===== config.mk =====
export PLATFORM = sky130hd
export DESIGN_NAME = ros_reset_sequencer
export DESIGN_NICKNAME = d
export VERILOG_FILES = /design/src/pkg/ros_pkg.sv /design/src/logic/ros_reset_sequencer.sv
export SDC_FILE = /design/constraint.sdc
export NUM_CORES = 1
export LEC_CHECK = 0
export ABC_CLOCK_PERIOD_IN_PS = 1600
export BUFFER_PORTS_ARGS = -buffer_cell sky130_fd_sc_hd__buf_2
export CORE_ASPECT_RATIO = 0.75
export CORE_MARGIN = 2
export CORE_UTILIZATION = 43
export CTS_CLUSTER_SIZE = 25
export DETAILED_ROUTE_END_ITERATION = 8
export SYNTH_ARGS = -nofsm -noshare
export SYNTH_HDL_FRONTEND = slang
export SYNTH_SLANG_ARGS = --single-unit

===== constraint.sdc =====
create_clock -name clk -period 1.6 [get_ports clk]
set_input_delay 0.32 -clock clk [delete_from_list [all_inputs] [get_ports clk]]
set_output_delay 0.32 -clock clk [all_outputs]
set_load 0.02 [all_outputs]

===== src/pkg/ros_pkg.sv =====
package ros_pkg;

    // tick qualification: a level seen on this many slow ticks in a row
    localparam logic [1:0]  QUAL_TICKS      = 2'h3;
    // slow ticks that a power-fail reset pulse stays low
    localparam logic [1:0]  PF_HOLD_TICKS   = 2'h2;
    // core clock rate and pll lock wait, in their own units
    localparam int          CLK_FREQ_MHZ    = 10;
    localparam int          PLL_LOCK_US     = 250;
    // least time, so whole cycles: us times MHz is already exact
    localparam int          PLL_CNT_W       = 12;
    localparam logic [11:0] PLL_LOCK_CYCLES = 12'(PLL_LOCK_US * CLK_FREQ_MHZ);

    // pin inputs that travel together through the synchroniser
    typedef struct packed {
        logic slow_clk;   // slow crystal clock, sampled as data
        logic por_n;      // power-on reset, active low
        logic ureset_n;   // user reset, active low
        logic pfail_n;    // power fail, active low
        logic wake;       // wake request, active high
        logic fast_ok;    // fast oscillator reported stable
    } ros_pins_type;

    // gate state, one-hot
    typedef enum logic [1:0] {
        ST_OFF = 2'b01,
        ST_RUN = 2'b10
    } ros_state_type;

endpackage : ros_pkg


===== src/logic/ros_reset_sequencer.sv =====
module ros_reset_sequencer
    import ros_pkg::*;
(
    input  wire logic clk,
    input  wire logic resetn,
    input  wire logic slow_crystal_clock,
    input  wire logic power_on_reset_n,
    input  wire logic user_reset_n,
    input  wire logic power_fail_n,
    input  wire logic wake_request,
    input  wire logic fast_osc_stable,
    output logic      system_reset_output_n,
    output logic      oscillator_clock_gate,
    output logic      pll_lock_done
);

    ros_pins_type         pins_raw;     // raw pins gathered
    ros_pins_type         sync1_q;      // first stage, read by stage two only
    ros_pins_type         sync2_q;      // safe copy of the pins
    logic                 slow_prev_q;  // last synced slow clock level
    logic                 tick_q;       // one-cycle pulse per slow period
    logic                 tick_d;
    logic [1:0]           ur_cnt_q;     // ticks user reset seen low
    logic [1:0]           ur_cnt_d;
    logic [1:0]           pf_cnt_q;     // ticks power fail seen low
    logic [1:0]           pf_cnt_d;
    logic [1:0]           wk_cnt_q;     // ticks wake seen high
    logic [1:0]           wk_cnt_d;
    logic [1:0]           pf_hold_q;    // ticks left of power-fail pulse
    logic [1:0]           pf_hold_d;
    ros_state_type        state_q;      // clock gate state
    ros_state_type        state_d;
    logic                 rst_out_q;    // reset output, active low
    logic                 rst_out_d;
    logic [PLL_CNT_W-1:0] pll_cnt_q;    // cycles since fast osc stable
    logic [PLL_CNT_W-1:0] pll_cnt_d;
    logic                 pll_done_q;
    logic                 pll_done_d;
    logic                 pf_fire;      // power fail just qualified
    logic                 ur_active;    // user reset qualified

    assign pins_raw = '{slow_clk: slow_crystal_clock,
                        por_n:    power_on_reset_n,
                        ureset_n: user_reset_n,
                        pfail_n:  power_fail_n,
                        wake:     wake_request,
                        fast_ok:  fast_osc_stable};

    always_ff @(posedge clk or negedge resetn) begin
        if (!resetn) begin
            // power-on held asserted so reset out cannot blink high
            // while the stages fill; crystal seen high so the first
            // tick after reset comes from a real rising edge
            sync1_q <= '{1'b1, 1'b0, 1'b1, 1'b1, 1'b0, 1'b0};
            sync2_q <= '{1'b1, 1'b0, 1'b1, 1'b1, 1'b0, 1'b0};
        end else begin
            sync1_q <= pins_raw;
            sync2_q <= sync1_q;
        end
    end

    // next-value logic for all sequencer state except slow_prev_q
    always_comb begin
        // rising edge of the slow crystal gives the period tick
        tick_d    = sync2_q.slow_clk & ~slow_prev_q;
        ur_cnt_d  = ur_cnt_q;
        pf_cnt_d  = pf_cnt_q;
        wk_cnt_d  = wk_cnt_q;
        pf_hold_d = pf_hold_q;
        pf_fire   = 1'b0;
        // counters advance on slow ticks only
        if (tick_q) begin
            // saturating counts; a level must be seen on three
            // ticks, so the act lands 2 to 3 periods after the edge
            ur_cnt_d = sync2_q.ureset_n ? 2'h0 :
                       (ur_cnt_q == QUAL_TICKS ? ur_cnt_q : ur_cnt_q + 2'h1);
            pf_cnt_d = sync2_q.pfail_n ? 2'h0 :
                       (pf_cnt_q == QUAL_TICKS ? pf_cnt_q : pf_cnt_q + 2'h1);
            wk_cnt_d = !sync2_q.wake ? 2'h0 :
                       (wk_cnt_q == QUAL_TICKS ? wk_cnt_q : wk_cnt_q + 2'h1);
            // power-fail pulse counts down per tick
            if (pf_hold_q != 2'h0) begin
                pf_hold_d = pf_hold_q - 2'h1;
            end
            // a fresh qualification restarts the pulse
            if (pf_cnt_q != QUAL_TICKS && pf_cnt_d == QUAL_TICKS) begin
                pf_fire   = 1'b1;
                pf_hold_d = PF_HOLD_TICKS;
            end
        end
        ur_active = (ur_cnt_d == QUAL_TICKS);
        // reset out follows user reset, power fail, power-on
        // release on the first tick that sees user reset high
        rst_out_d = sync2_q.por_n & ~ur_active & (pf_hold_d == 2'h0);

        // gate drops on any qualified trigger
        state_d = state_q;
        case (state_q)
            ST_OFF: begin
                if (wk_cnt_d == QUAL_TICKS && sync2_q.por_n &&
                    !ur_active && pf_cnt_d == 2'h0) begin
                    state_d = ST_RUN;
                end
            end
            ST_RUN: begin
                if (!sync2_q.por_n || ur_active || pf_fire ||
                    pf_cnt_d == QUAL_TICKS) begin
                    state_d = ST_OFF;
                end
            end
            default: begin
                state_d = ST_OFF;
            end
        endcase

        // pll lock wait restarts whenever fast osc drops
        pll_cnt_d  = pll_cnt_q;
        pll_done_d = pll_done_q;
        if (!sync2_q.fast_ok) begin
            pll_cnt_d  = '0;
            pll_done_d = 1'b0;
        end else if (pll_cnt_q != PLL_LOCK_CYCLES) begin
            pll_cnt_d = pll_cnt_q + 12'h001;
        end else begin
            pll_done_d = 1'b1;
        end
    end

    // registers only; reset holds the system in reset, gate off
    always_ff @(posedge clk or negedge resetn) begin
        if (!resetn) begin
            // matches the synchroniser's reset level: no false tick
            slow_prev_q <= 1'b1;
            tick_q      <= 1'b0;
            ur_cnt_q    <= 2'h0;
            pf_cnt_q    <= 2'h0;
            wk_cnt_q    <= 2'h0;
            pf_hold_q   <= 2'h0;
            state_q     <= ST_OFF;
            rst_out_q   <= 1'b0;
            pll_cnt_q   <= '0;
            pll_done_q  <= 1'b0;
        end else begin
            slow_prev_q <= sync2_q.slow_clk;
            tick_q      <= tick_d;
            ur_cnt_q    <= ur_cnt_d;
            pf_cnt_q    <= pf_cnt_d;
            wk_cnt_q    <= wk_cnt_d;
            pf_hold_q   <= pf_hold_d;
            state_q     <= state_d;
            rst_out_q   <= rst_out_d;
            pll_cnt_q   <= pll_cnt_d;
            pll_done_q  <= pll_done_d;
        end
    end

    // outputs straight from flops
    assign system_reset_output_n = rst_out_q;
    // run bit of the one-hot state flop drives the gate directly
    assign oscillator_clock_gate = state_q[1];
    assign pll_lock_done         = pll_done_q;

    // user reset seen on the third tick forces reset out
    a_ur_assert: assert property (
        @(posedge clk) disable iff (!resetn)
        tick_q && ur_cnt_q == 2'h2 && !sync2_q.ureset_n |=> !rst_out_q)
        else $error("reset out missed qualified user reset");

    // first tick with user reset high frees reset out
    a_ur_release: assert property (
        @(posedge clk) disable iff (!resetn)
        tick_q && ur_cnt_q == QUAL_TICKS && sync2_q.ureset_n &&
        sync2_q.por_n && sync2_q.pfail_n && pf_hold_q == 2'h0
        |=> rst_out_q)
        else $error("reset out not released after user reset");

    // qualified wake turns the clock gate on
    a_wk_gate_on: assert property (
        @(posedge clk) disable iff (!resetn)
        tick_q && wk_cnt_q == 2'h2 && sync2_q.wake && sync2_q.por_n &&
        sync2_q.ureset_n && sync2_q.pfail_n && pf_cnt_q == 2'h0
        |=> oscillator_clock_gate)
        else $error("clock gate not on after wake");

    // user reset qualification drops the gate
    a_ur_gate_off: assert property (
        @(posedge clk) disable iff (!resetn)
        tick_q && ur_cnt_q == 2'h2 && !sync2_q.ureset_n
        |=> !oscillator_clock_gate)
        else $error("clock gate kept on in user reset");

    // power fail qualification drops the gate
    a_pf_gate_off: assert property (
        @(posedge clk) disable iff (!resetn)
        tick_q && pf_cnt_q == 2'h2 && !sync2_q.pfail_n
        |=> !oscillator_clock_gate)
        else $error("clock gate kept on in power fail");

    // power fail pulse starts low with the hold loaded and is still low one cycle later
    a_pf_pulse: assert property (
        @(posedge clk) disable iff (!resetn)
        tick_q && pf_cnt_q == 2'h2 && !sync2_q.pfail_n
        |=> !rst_out_q && pf_hold_q == PF_HOLD_TICKS
            ##1 (!rst_out_q throughout !tick_q[*1]))
        else $error("power fail reset pulse wrong");

    // pll done rises only after the count has reached the full lock time
    a_pll_wait: assert property (
        @(posedge clk) disable iff (!resetn)
        $rose(pll_lock_done) |-> $past(pll_cnt_q) == PLL_LOCK_CYCLES)
        else $error("pll done before lock time");

    // slow tick is a single-cycle pulse
    a_tick_single: assert property (
        @(posedge clk) disable iff (!resetn)
        tick_q |=> !tick_q)
        else $error("slow tick longer than one cycle");

endmodule : ros_reset_sequencer


==> results.md, run 1 <==
- Via Count: 962
- Leakage power: 0.830 nW
- Post-synth top area cell: dfrtp_1
- Initial antenna violation count: 0
- Cts bufs inserted: 5
- Port bufs: 10
- Reg2reg setup slack: 0.10 ns
- Slew Limit Fails: 0
- Seq/Total Area, Yosys: 60.0%
- CP max FO: 5
- VDD IR-drop max: 0.000420 V
- Area grow syn2layout: 15.3%
- Die Y: 56.9 µm
- #FFs+latches synth: 38
- CTS tree: yes
- Unrepaired setup endpoints after global routing: no
- Share of the synthesized area in the top cell type: 46.8%
- Cell area after synthesis: 1600 µm²
- Synth area leaders: dfrtp_1, dfstp_2, and2_1
- GRT overflow: 0
- Data required, critical path: 1.78 ns
- Final nets: 158
- Drt drc: 0
- Setup TNS: 0 ns
- Total nets after synthesis: 141
- Post-synthesis cell type count: 38
- Placed cell areas: 1720 µm²
- Hpwl dp: 1700 µm
- Sink Count: 38
- Initial Util: 44.4%
- CP peak stage delay: 0.45 ns
- YS warnings: 0
- Async SR Flop Fraction: 100%
- Hold Violations, Final: 0
- CP Cell Sequence: inv_2, ha_1, and4bb_2, nand4_4, xnor2_1, and2_1
- Reg2Reg Depth: 6
- Clk pin slew, worst setup/hold paths: 0.07 ns
- H-tree depth: 2
- Initial DRC Count: 36
- Drt first pass iters: 4
- Slowest cell on crit path: dfrtp_2
- Pwr/cell area: 1120 nW/µm²
- DIE WIDTH: 74.5 µm
- Top_reg_cell synth: dfrtp_1
- Diode count: 0
- F_max: 668 MHz
- Pin count of the biggest net entering global routing: 39
- Reg2Reg Capture Point: pll_cnt_q[0]$_DFFE_PN0P_
- Worst path bufs/invs: 1
- Wirelength, routed: 2480 µm
- Post-route ant nets: 0
- Slew @ Worst Pin: 0.462 ns
- Crit path capture type: flip-flop
- Per-cell routed wire length: 12.4 µm
- Clk_skew: 0.00663 ns
- First-pass GRT wire length: 4360 µm
- Mapped Cells: 131
- Commonest non-fill, non-tap cell in the layout: dfrtp_1
- Die Area: 4240 µm²
- CP top delay family: simple AND/OR/NAND/NOR gates
- Tcrit/Tclk final: 93.6%
- Clock buffer depth: 2
- Vias in the first global route: 957
- Syn Area/Cell: 12.2 µm²
- Cts hold-fix bufs: 0
- Max cap viols: 0
- Rows: 19
- Slew headroom: 69.2%
- Number of synthesized flops with an enable pin: 0
- Root buf cell: clkbuf_8
- Run status: complete, no violations
- RD Place Congestion: 0.787
- Core region area: 3610 µm²
- Reg2reg start: pll_cnt_q[0]$_DFFE_PN0P_
- Final Cell Area: 1850 µm²
- Worst min path class: in2async
- Crit path DAT: 1.67 ns
- Layout cell share with drive strength beyond 1: 27.5%
- Crit Path Class: reg2reg
- Commonest non-fill, non-tap cells in the layout: dfrtp_1, and2_1, buf_2
- Setup crit start kind: flip-flop
- GRT Total Usage: 14.2%
- Worst-skew pair later-pin latency: 0.29 ns
- Vias per inst: 4.79
- Power, Total: 2.07 mW
- Final min period: 1.50 ns
- I/O pins: 11
- # setup viols final: 0
==> cells in the mapped netlist (all sizes together) (2+ instances only) <==
| cell | number |
|---|---|
| xor2 | 5 |
| inv | 9 |
| ha | 2 |
| nor2b | 3 |
| nand2b | 2 |
| and2 | 10 |
| a21boi | 3 |
| nand2 | 9 |
| a21oi | 7 |
| a2111oi | 3 |
| xnor2 | 3 |
| nor2 | 4 |
| nand4 | 4 |
| nand3 | 5 |
| dfstp | 8 |
| dfrtp | 30 |
| nor4 | 3 |
| o21ai | 5 |
==> per-layer routing <==
metal  wire length (µm)  track usage (%)  vias to the layer above
met1               1270             18.6                      462
met4                 46             6.89                        0
met5                  0                0                        -
li1                   -                -                      482
met2               1060             20.0                       12
met3                108             5.92                        6
==> power breakdown <==
part | total (mW) | switching, mW | internal [mW]
sequential | 1.10 | 0.0576 | 1.04
clock | 0.805 | 0.342 | 0.463
combinational | 0.170 | 0.0968 | 0.0727
total | 2.07 | 0.497 | 1.57
==> metrics by stage <==
stage	utilization [%]	setup slack, ns	cells	hold slack (ns)
detailed placement	47.6	0.0191	193	0.343
global placement	47.6	0.135	193	0.338
global route	51.1	0.0194	201	0.0809
CTS	50.8	0.00600	201	0.0737
finish	51.1	0.103	201	0.0535
floorplan	-	0.176	131	0.0244
==> worst max path at each step <==
| stage | start | to | slack, ns | cells past startpoint |
|---|---|---|---|---|
| after global routing | pll_cnt_q[0]$_DFFE_PN0P_ | pll_cnt_q[0]$_DFFE_PN0P_ | 0.02 | 6 |
| after CTS | pll_cnt_q[0]$_DFFE_PN0P_ | pll_cnt_q[0]$_DFFE_PN0P_ | 0.006 | 6 |
| final | pll_cnt_q[0]$_DFFE_PN0P_ | pll_cnt_q[0]$_DFFE_PN0P_ | 0.10 | 6 |
| after floorplan | pll_cnt_q[0]$_DFFE_PN0P_ | pll_cnt_q[0]$_DFFE_PN0P_ | 0.18 | 6 |
| after detailed placement | pll_cnt_q[0]$_DFFE_PN0P_ | pll_cnt_q[0]$_DFFE_PN0P_ | 0.02 | 6 |
| after global placement | pll_cnt_q[0]$_DFFE_PN0P_ | pll_cnt_q[0]$_DFFE_PN0P_ | 0.13 | 6 |
==> cells by family after synthesis <==
kind of cell | synth area share [%]
simple gates | 19.3
mux | 0.625
buf+inv | 2.81
xor+xnor | 4.37
flops | 60.0
compound gates | 11.4
fa+ha+maj | 1.56
==> area by class of cell <==
type / instances / area (µm²)
fill: 320 / 1770
sequential: 38 / 963
multi-input combinational: 82 / 607
clock buffer: 5 / 68.8
timing repair buffer: 12 / 65.1
tap: 52 / 65.1
clock inverter: 3 / 45.0
inverter: 9 / 33.8
==> repair_timing <==
item / in CTS / in global routing
setup buffers: 0 / 0
endpoints found under the setup margin: 0 / 4
gates resized for setup: 0 / 5
==> sequential cells by signal, summed over array words and instances, names as in the netlist <==
signal                 flops
tick_q                     1
state_q                    2
sync1_q                    6
pf_hold_q                  2
pf_cnt_q                   2
ur_cnt_q                   2
slow_prev_q                1
system_reset_output_n      1
wk_cnt_q                   2
pll_cnt_q                 12
pll_lock_done              1
sync2_q                    6
Power figures use the tool's default switching activity.
==> inputs of run 2 (changes only) <==
--- a/config.mk
+++ b/config.mk
@@ -5,12 +5,12 @@
 export SDC_FILE = /design/constraint.sdc
 export NUM_CORES = 1
 export LEC_CHECK = 0
+export ABC_AREA = 1
 export ABC_CLOCK_PERIOD_IN_PS = 1600
 export BUFFER_PORTS_ARGS = -buffer_cell sky130_fd_sc_hd__buf_2
 export CORE_ASPECT_RATIO = 0.75
 export CORE_MARGIN = 2
 export CORE_UTILIZATION = 43
-export CTS_CLUSTER_SIZE = 25
 export DETAILED_ROUTE_END_ITERATION = 8
 export SYNTH_ARGS = -nofsm -noshare
 export SYNTH_HDL_FRONTEND = slang
==> results.md, run 2 <==
- Run status: complete, no violations
- Core region area: 3660 µm²
- Slew @ Worst Pin: 0.476 ns
- Port bufs: 10
- Crit Path Class: reg2reg
- Via Count: 1144
- Data required, critical path: 1.78 ns
- Largest regs: pll_cnt_q (12), sync1_q (6), sync2_q (6)
- Setup TNS: 0 ns
- Tcrit/Tclk final: 82.6%
- H-tree depth: 2
- Cts bufs inserted: 5
- Synth area leaders: dfrtp_1, dfstp_2, nand2_1
- VDD IR-drop max: 0.000803 V
- I/O pins: 11
- Initial Util: 45.1%
- Pin count of the biggest net entering global routing: 39
- Crit path DAT: 1.50 ns
- Cts hold-fix bufs: 0
- Slew Limit Fails: 0
- Layout cell share with drive strength beyond 1: 24.2%
- Switching share of power: 23.5%
- Clock power frac: 41.9%
- DIE WIDTH: 75.6 µm
- Hold Violations, Final: 0
- Post-route ant nets: 0
- Clk pin slew, worst setup/hold paths: 0.08 ns
- Sink Count: 38
- Drt drc: 0
- Post-synth top area cell: dfrtp_1
- Max reg flops: 12
- Top_reg_cell synth: dfrtp_1
- Crit path capture type: flip-flop
- Commonest non-fill, non-tap cell in the layout: nand2_1
- Unrepaired setup endpoints after global routing: no
- Syn Area/Cell: 9.13 µm²
- F_max: 757 MHz
- Share of the synthesized area in the top cell type: 45.4%
- Area grow syn2layout: 14.6%
- Post-CTS setup buffers: 0
- Die Y: 57.7 µm
- Final nets: 207
- Leakage power: 0.925 nW
- Wirelength, routed: 2650 µm
- First-pass GRT wire length: 4830 µm
- Top post-synthesis cells by count: nand2_1, dfrtp_1, inv_1, nor2_1, nand3_1
- Setup crit start kind: flip-flop
- Async SR Flop Fraction: 100%
- Cell-internal power: 1.75 mW
- GRT Total Usage: 14.9%
- RD Place Congestion: 0.846
- Power share of the combinational group: 10.2%
- Clk_skew: 0.00708 ns
- Reg2reg setup slack: 0.28 ns
- # setup viols final: 0
- Per-cell routed wire length: 10.6 µm
- Cell area after synthesis: 1650 µm²
- Root buf cell: clkbuf_8
- Diode count: 0
- Max cap viols: 0
- Initial antenna violation count: 0
- Clock buffer depth: 2
- Power, Total: 2.29 mW
- Mapped Cells: 181
- Vias in the first global route: 1110
- Rows: 19
- Number of synthesized flops with an enable pin: 0
- Final min period: 1.32 ns
- Leading cell type by number of instances after synthesis: nand2_1
- Slew headroom: 68.3%
- Post-cts resize count: 0
- GRT overflow: 0
- Vias per inst: 4.58
- Pwr/cell area: 1210 nW/µm²
- Commonest non-fill, non-tap cells in the layout: nand2_1, dfrtp_1, inv_1
- Hpwl dp: 1870 µm
- Largest Register: pll_cnt_q
- Drt first pass iters: 4
- Placed cell areas: 1760 µm²
- CTS tree: yes
- YS warnings: 0
- Post-synthesis cell type count: 24
- #FFs+latches synth: 38
- Seq/Total Area, Yosys: 58.1%
- Net Switching: 0.537 mW
- Part of the power in registers: 47.9%
- Initial DRC Count: 95
- CP max FO: 5
- Die Area: 4360 µm²
- Worst-skew pair later-pin latency: 0.28 ns
- Worst min path class: in2async
- Total nets after synthesis: 191
- Final Cell Area: 1890 µm²
## run 2: cell types whose count changed after synthesis, sizes merged, moves of 4 or more
cell,before,now
inv,9,31
nor2,4,19
nand2,9,47
nand3,5,13
xor2,5,0
o21ai,5,9
and2,10,0
## run 2: cells by family (layout without fill, tap and decap cells)
kind of cell / Yosys count / after routing / synth area share, %
adder cells (fa/ha/maj): 2 / 2 / 1.51
buffers and inverters: 33 / 50 / 8.33
XOR/XNOR: 1 / 1 / 0.530
flip-flops: 38 / 38 / 58.1
AND/OR/NAND/NOR: 88 / 88 / 25.4
AO/OA/AOI/OAI: 19 / 19 / 6.06
## run 2: power groups by stage
stage	sequential, mW	combinational [mW]	clock (mW)
after global routing	1.11	0.275	1.03
after CTS	1.09	0.235	0.994
final	1.09	0.233	0.959
after detailed placement	1.11	0.234	0
after global placement	1.11	0.225	0
after floorplan	1.11	0.165	0
## run 2: routing by layer
metal	global-route usage, %	wire length (µm)	up-vias
li1	-	-	595
met1	22.3	1420	524
met2	20.1	1110	23
met3	4.70	114	2
met4	6.02	16	0
met5	0	0	-
## run 2: final timing paths
check | start | end | cells after the start
max | pll_cnt_q[0]$_DFFE_PN0P_ | pll_cnt_q[8]$_DFFE_PN0P_ | 6
min | resetn | pll_cnt_q[5]$_DFFE_PN0P_ | 2
max reg2reg | pll_cnt_q[0]$_DFFE_PN0P_ | pll_cnt_q[8]$_DFFE_PN0P_ | 6
min reg2reg | sync1_q[0]$_DFF_PN0_ | sync2_q[0]$_DFF_PN0_ | 0
max in group asynchronous | resetn | state_q[0]$_DFFE_PN1P_ | 2
min in group clk | power_fail_n | sync1_q[2]$_DFF_PN1_ | 1
## run 2: cell type report
type / count / area (µm²)
tap: 52 / 65.1
clock inverter: 3 / 68.8
fill: 350 / 1770
multi-input combinational: 110 / 554
timing repair buffer: 11 / 57.6
inverter: 31 / 119
sequential: 38 / 961
clock buffer: 5 / 68.8
## run 2: worst max-delay path: stages, from the launching register on
cell and delay (ns):
dfrtp_1 0.43, ha_1 0.22, nand3_2 0.11, nor2_2 0.15
nand2_1 0.11, o21ai_1 0.13, a21oi_1 0.05
## run 2: per-stage QoR
| step | hold slack (ns) | cells | setup slack [ns] | utilization [%] |
|---|---|---|---|---|
| after floorplan | 0.0244 | 181 | 0.410 | - |
| after global placement | 0.332 | 242 | 0.341 | 48.0 |
| after detailed placement | 0.338 | 242 | 0.276 | 48.0 |
| after CTS | 0.0819 | 250 | 0.274 | 51.7 |
| after global routing | 0.108 | 250 | 0.106 | 51.7 |
| final | 0.0748 | 250 | 0.278 | 51.7 |
==> inputs of run 3 (changes only) <==
--- a/config.mk
+++ b/config.mk
@@ -5,8 +5,8 @@
 export SDC_FILE = /design/constraint.sdc
 export NUM_CORES = 1
 export LEC_CHECK = 0
-export ABC_AREA = 1
-export ABC_CLOCK_PERIOD_IN_PS = 1600
+export ABC_AREA = 0
+export ABC_CLOCK_PERIOD_IN_PS = 1350
 export BUFFER_PORTS_ARGS = -buffer_cell sky130_fd_sc_hd__buf_2
 export CORE_ASPECT_RATIO = 0.75
 export CORE_MARGIN = 2
==> constraint.sdc (replaced) <==
create_clock -name clk -period 1.35 [get_ports clk]
set_input_delay 0.27 -clock clk [delete_from_list [all_inputs] [get_ports clk]]
set_output_delay 0.27 -clock clk [all_outputs]
set_load 0.02 [all_outputs]
==> results.md, run 3 (same netlist as run 1, synthesis figures left out) <==
- Clock buffer depth: 2
- Max reg flops: 12
- Hold Violations, Final: 0
- Core region area: 3610 µm²
- Wirelength, routed: 2860 µm
- Fin util: 58.9%
- DIE WIDTH: 74.5 µm
- Largest regs: pll_cnt_q (12), sync1_q (6), sync2_q (6)
- Vias per inst: 4.80
- Via Count: 1046
- Max cap viols: 0
- Area grow syn2layout: 32.8%
- CTS tree: yes
- Pwr/cell area: 1320 nW/µm²
- Initial DRC Count: 49
- Reg2Reg Depth: 6
- Commonest non-fill, non-tap cell in the layout: dfrtp_1
- Data required, critical path: 1.53 ns
- Final min period: 1.45 ns
- Diode count: 0
- H-tree depth: 2
- F_max: 691 MHz
- Fillers: 298
- Worst min path class: in2reg
- GRT overflow: 0
- GRT Total Usage: 16.5%
- Final hold slack: 0.0684 ns
- Rows: 19
- VDD IR-drop max: 0.000915 V
- Largest Register: pll_cnt_q
- Final Cell Area: 2130 µm²
- Per-cell routed wire length: 13.1 µm
- Placed insts: 205
- # setup viols final: 3
- Hpwl dp: 1910 µm
- CP max FO: 5
- Switching share of power: 22.7%
- Layout cell share with drive strength beyond 1: 42.2%
- Hold Crit Depth: 1
- Die Y: 56.9 µm
- Reg2reg setup slack: -0.1 ns
- CP peak stage delay: 0.43 ns
- Slew @ Worst Pin: 0.410 ns
- Commonest non-fill, non-tap cells in the layout: dfrtp_1, buf_4, and2_1, buf_2, nand2_1
- DP Worst Slack: -0.173 ns
- Clk_skew: 0.00862 ns
- FF+latch area: 963 µm²
- Slowest cell on crit path: dfrtp_2
- Drt drc: 0
- Clock power frac: 42.9%
- Sink Count: 38
- Multi-input gate area in the final layout: 712 µm²
- Failing checks: negative setup slack
- Cts bufs inserted: 5
- First-pass GRT wire length: 5120 µm
- RD Place Congestion: 0.829
- Final setup margin: -0.0966 ns
- CP Cell Sequence: inv_2, ha_4, and4bb_2, nand4_4, xnor2_2, and2_1
- Worst-skew pair later-pin latency: 0.29 ns
- Pin count of the biggest net entering global routing: 24
- Initial Util: 44.4%
- Port bufs: 10
- Die Area: 4240 µm²
- Initial antenna violation count: 0
- Post-route ant nets: 0
- Part of the power in registers: 46.4%
- Crit Path Class: reg2reg
- I/O pins: 11
- Crit path DAT: 1.63 ns
- Slew headroom: 72.7%
- Slew Limit Fails: 0
- Power share of the combinational group: 10.7%
- Leakage power: 0.986 nW
- Root buf cell: clkbuf_8
- Reg2Reg Capture Point: pll_cnt_q[0]$_DFFE_PN0P_
- Drt first pass iters: 4
- Final nets: 175
- Tcrit/Tclk final: 107%
- Unrepaired setup endpoints after global routing: yes
- Crit path capture type: flip-flop
- Reg2reg start: pll_cnt_q[0]$_DFFE_PN0P_
- Layout Cells excl Fill: 218
- Net Switching: 0.637 mW
- Run status: finished with violations
- Vias in the first global route: 1114
- Cell-internal power: 2.16 mW
- WHS Endpoint: sync1_q[2]$_DFF_PN1_
- Setup crit start kind: flip-flop
- Hold Startpoint: power_fail_n
- Placed cell areas: 1830 µm²
- Clk pin slew, worst setup/hold paths: 0.08 ns
## run 3: changes by cell type in the layout (fill, tap and decap cells not counted), moves of 3 or more
cell and delta:
xor2_1 +5, nand2_2 -6, nor2_1 -10, and2_1 +10
nor3_1 -3, inv_1 -19, nand3_1 -7, nand2_1 -32
o21ai_1 -5, nor2_2 -3, a21oi_1 -4, buf_4 +14
nor2b_1 +3
## run 3: per-layer routing
metal	part of all wire (%)	routed length [µm]	global-route usage, %
met5	0	0	0
met4	1.6	45	8.16
met3	2.8	80	4.85
met2	45	1300	23.6
met1	50	1440	22.7
## run 3: power by group through the flow
stage | clock network, mW | registers, mW | logic, mW
3_3_place_gp | 0 | 1.31 | 0.233
4_1_cts | 1.23 | 1.29 | 0.269
5_1_grt | 1.29 | 1.31 | 0.333
6_report | 1.20 | 1.30 | 0.300
3_5_place_dp | 0 | 1.31 | 0.242
2_1_floorplan | 0 | 1.31 | 0.132
## run 3: area by class of cell
| cell class | count | area share [%] |
|---|---|---|
| Clock inverter | 2 | 2.82 |
| Inverter | 9 | 1.59 |
| Timing Repair Buffer | 29 | 9.94 |
| Sequential cell | 38 | 45.3 |
| Clock buffer | 6 | 3.88 |
| Tap cell | 52 | 3.06 |
| Multi-Input combinational cell | 82 | 33.5 |
## run 3: how the worst max path moves through the flow
stage | start | to | slack (ns) | cells past startpoint
floorplan | pll_cnt_q[0]$_DFFE_PN0P_ | pll_cnt_q[0]$_DFFE_PN0P_ | -0.03 | 6
global placement | tick_q$_DFF_PN0_ | system_reset_output_n$_DFF_PN0_ | -0.07 | 4
detailed placement | pll_cnt_q[0]$_DFFE_PN0P_ | pll_cnt_q[0]$_DFFE_PN0P_ | -0.17 | 6
CTS | pll_cnt_q[0]$_DFFE_PN0P_ | pll_cnt_q[0]$_DFFE_PN0P_ | -0.1 | 6
global route | pll_cnt_q[0]$_DFFE_PN0P_ | pll_cnt_q[0]$_DFFE_PN0P_ | -0.17 | 6
finish | pll_cnt_q[0]$_DFFE_PN0P_ | pll_cnt_q[0]$_DFFE_PN0P_ | -0.1 | 6
## run 3: stage by stage
step	TNS, ns	power, mW
2_1_floorplan	-0.0332	1.44
3_3_place_gp	-0.372	1.54
3_5_place_dp	-0.824	1.56
4_1_cts	-0.245	2.79
5_1_grt	-0.800	2.93
6_report	-0.144	2.80
## run 3: repair_timing
action	4_1_cts	5_1_grt
setup endpoints to repair	11	14
setup buffers	3	1
hold buffers	1	0
endpoints found under the hold margin	14	0
gates resized for setup	10	17
pin swaps	6	10
## run 3: critical path, delay by kind of cell, from the launching register on
kind	cells	cell delay, ns
buffers and inverters	1	0.08
flip-flops	1	0.43
AND/OR/NAND/NOR	3	0.53
XOR/XNOR	1	0.17
adder cells (fa/ha/maj)	1	0.12
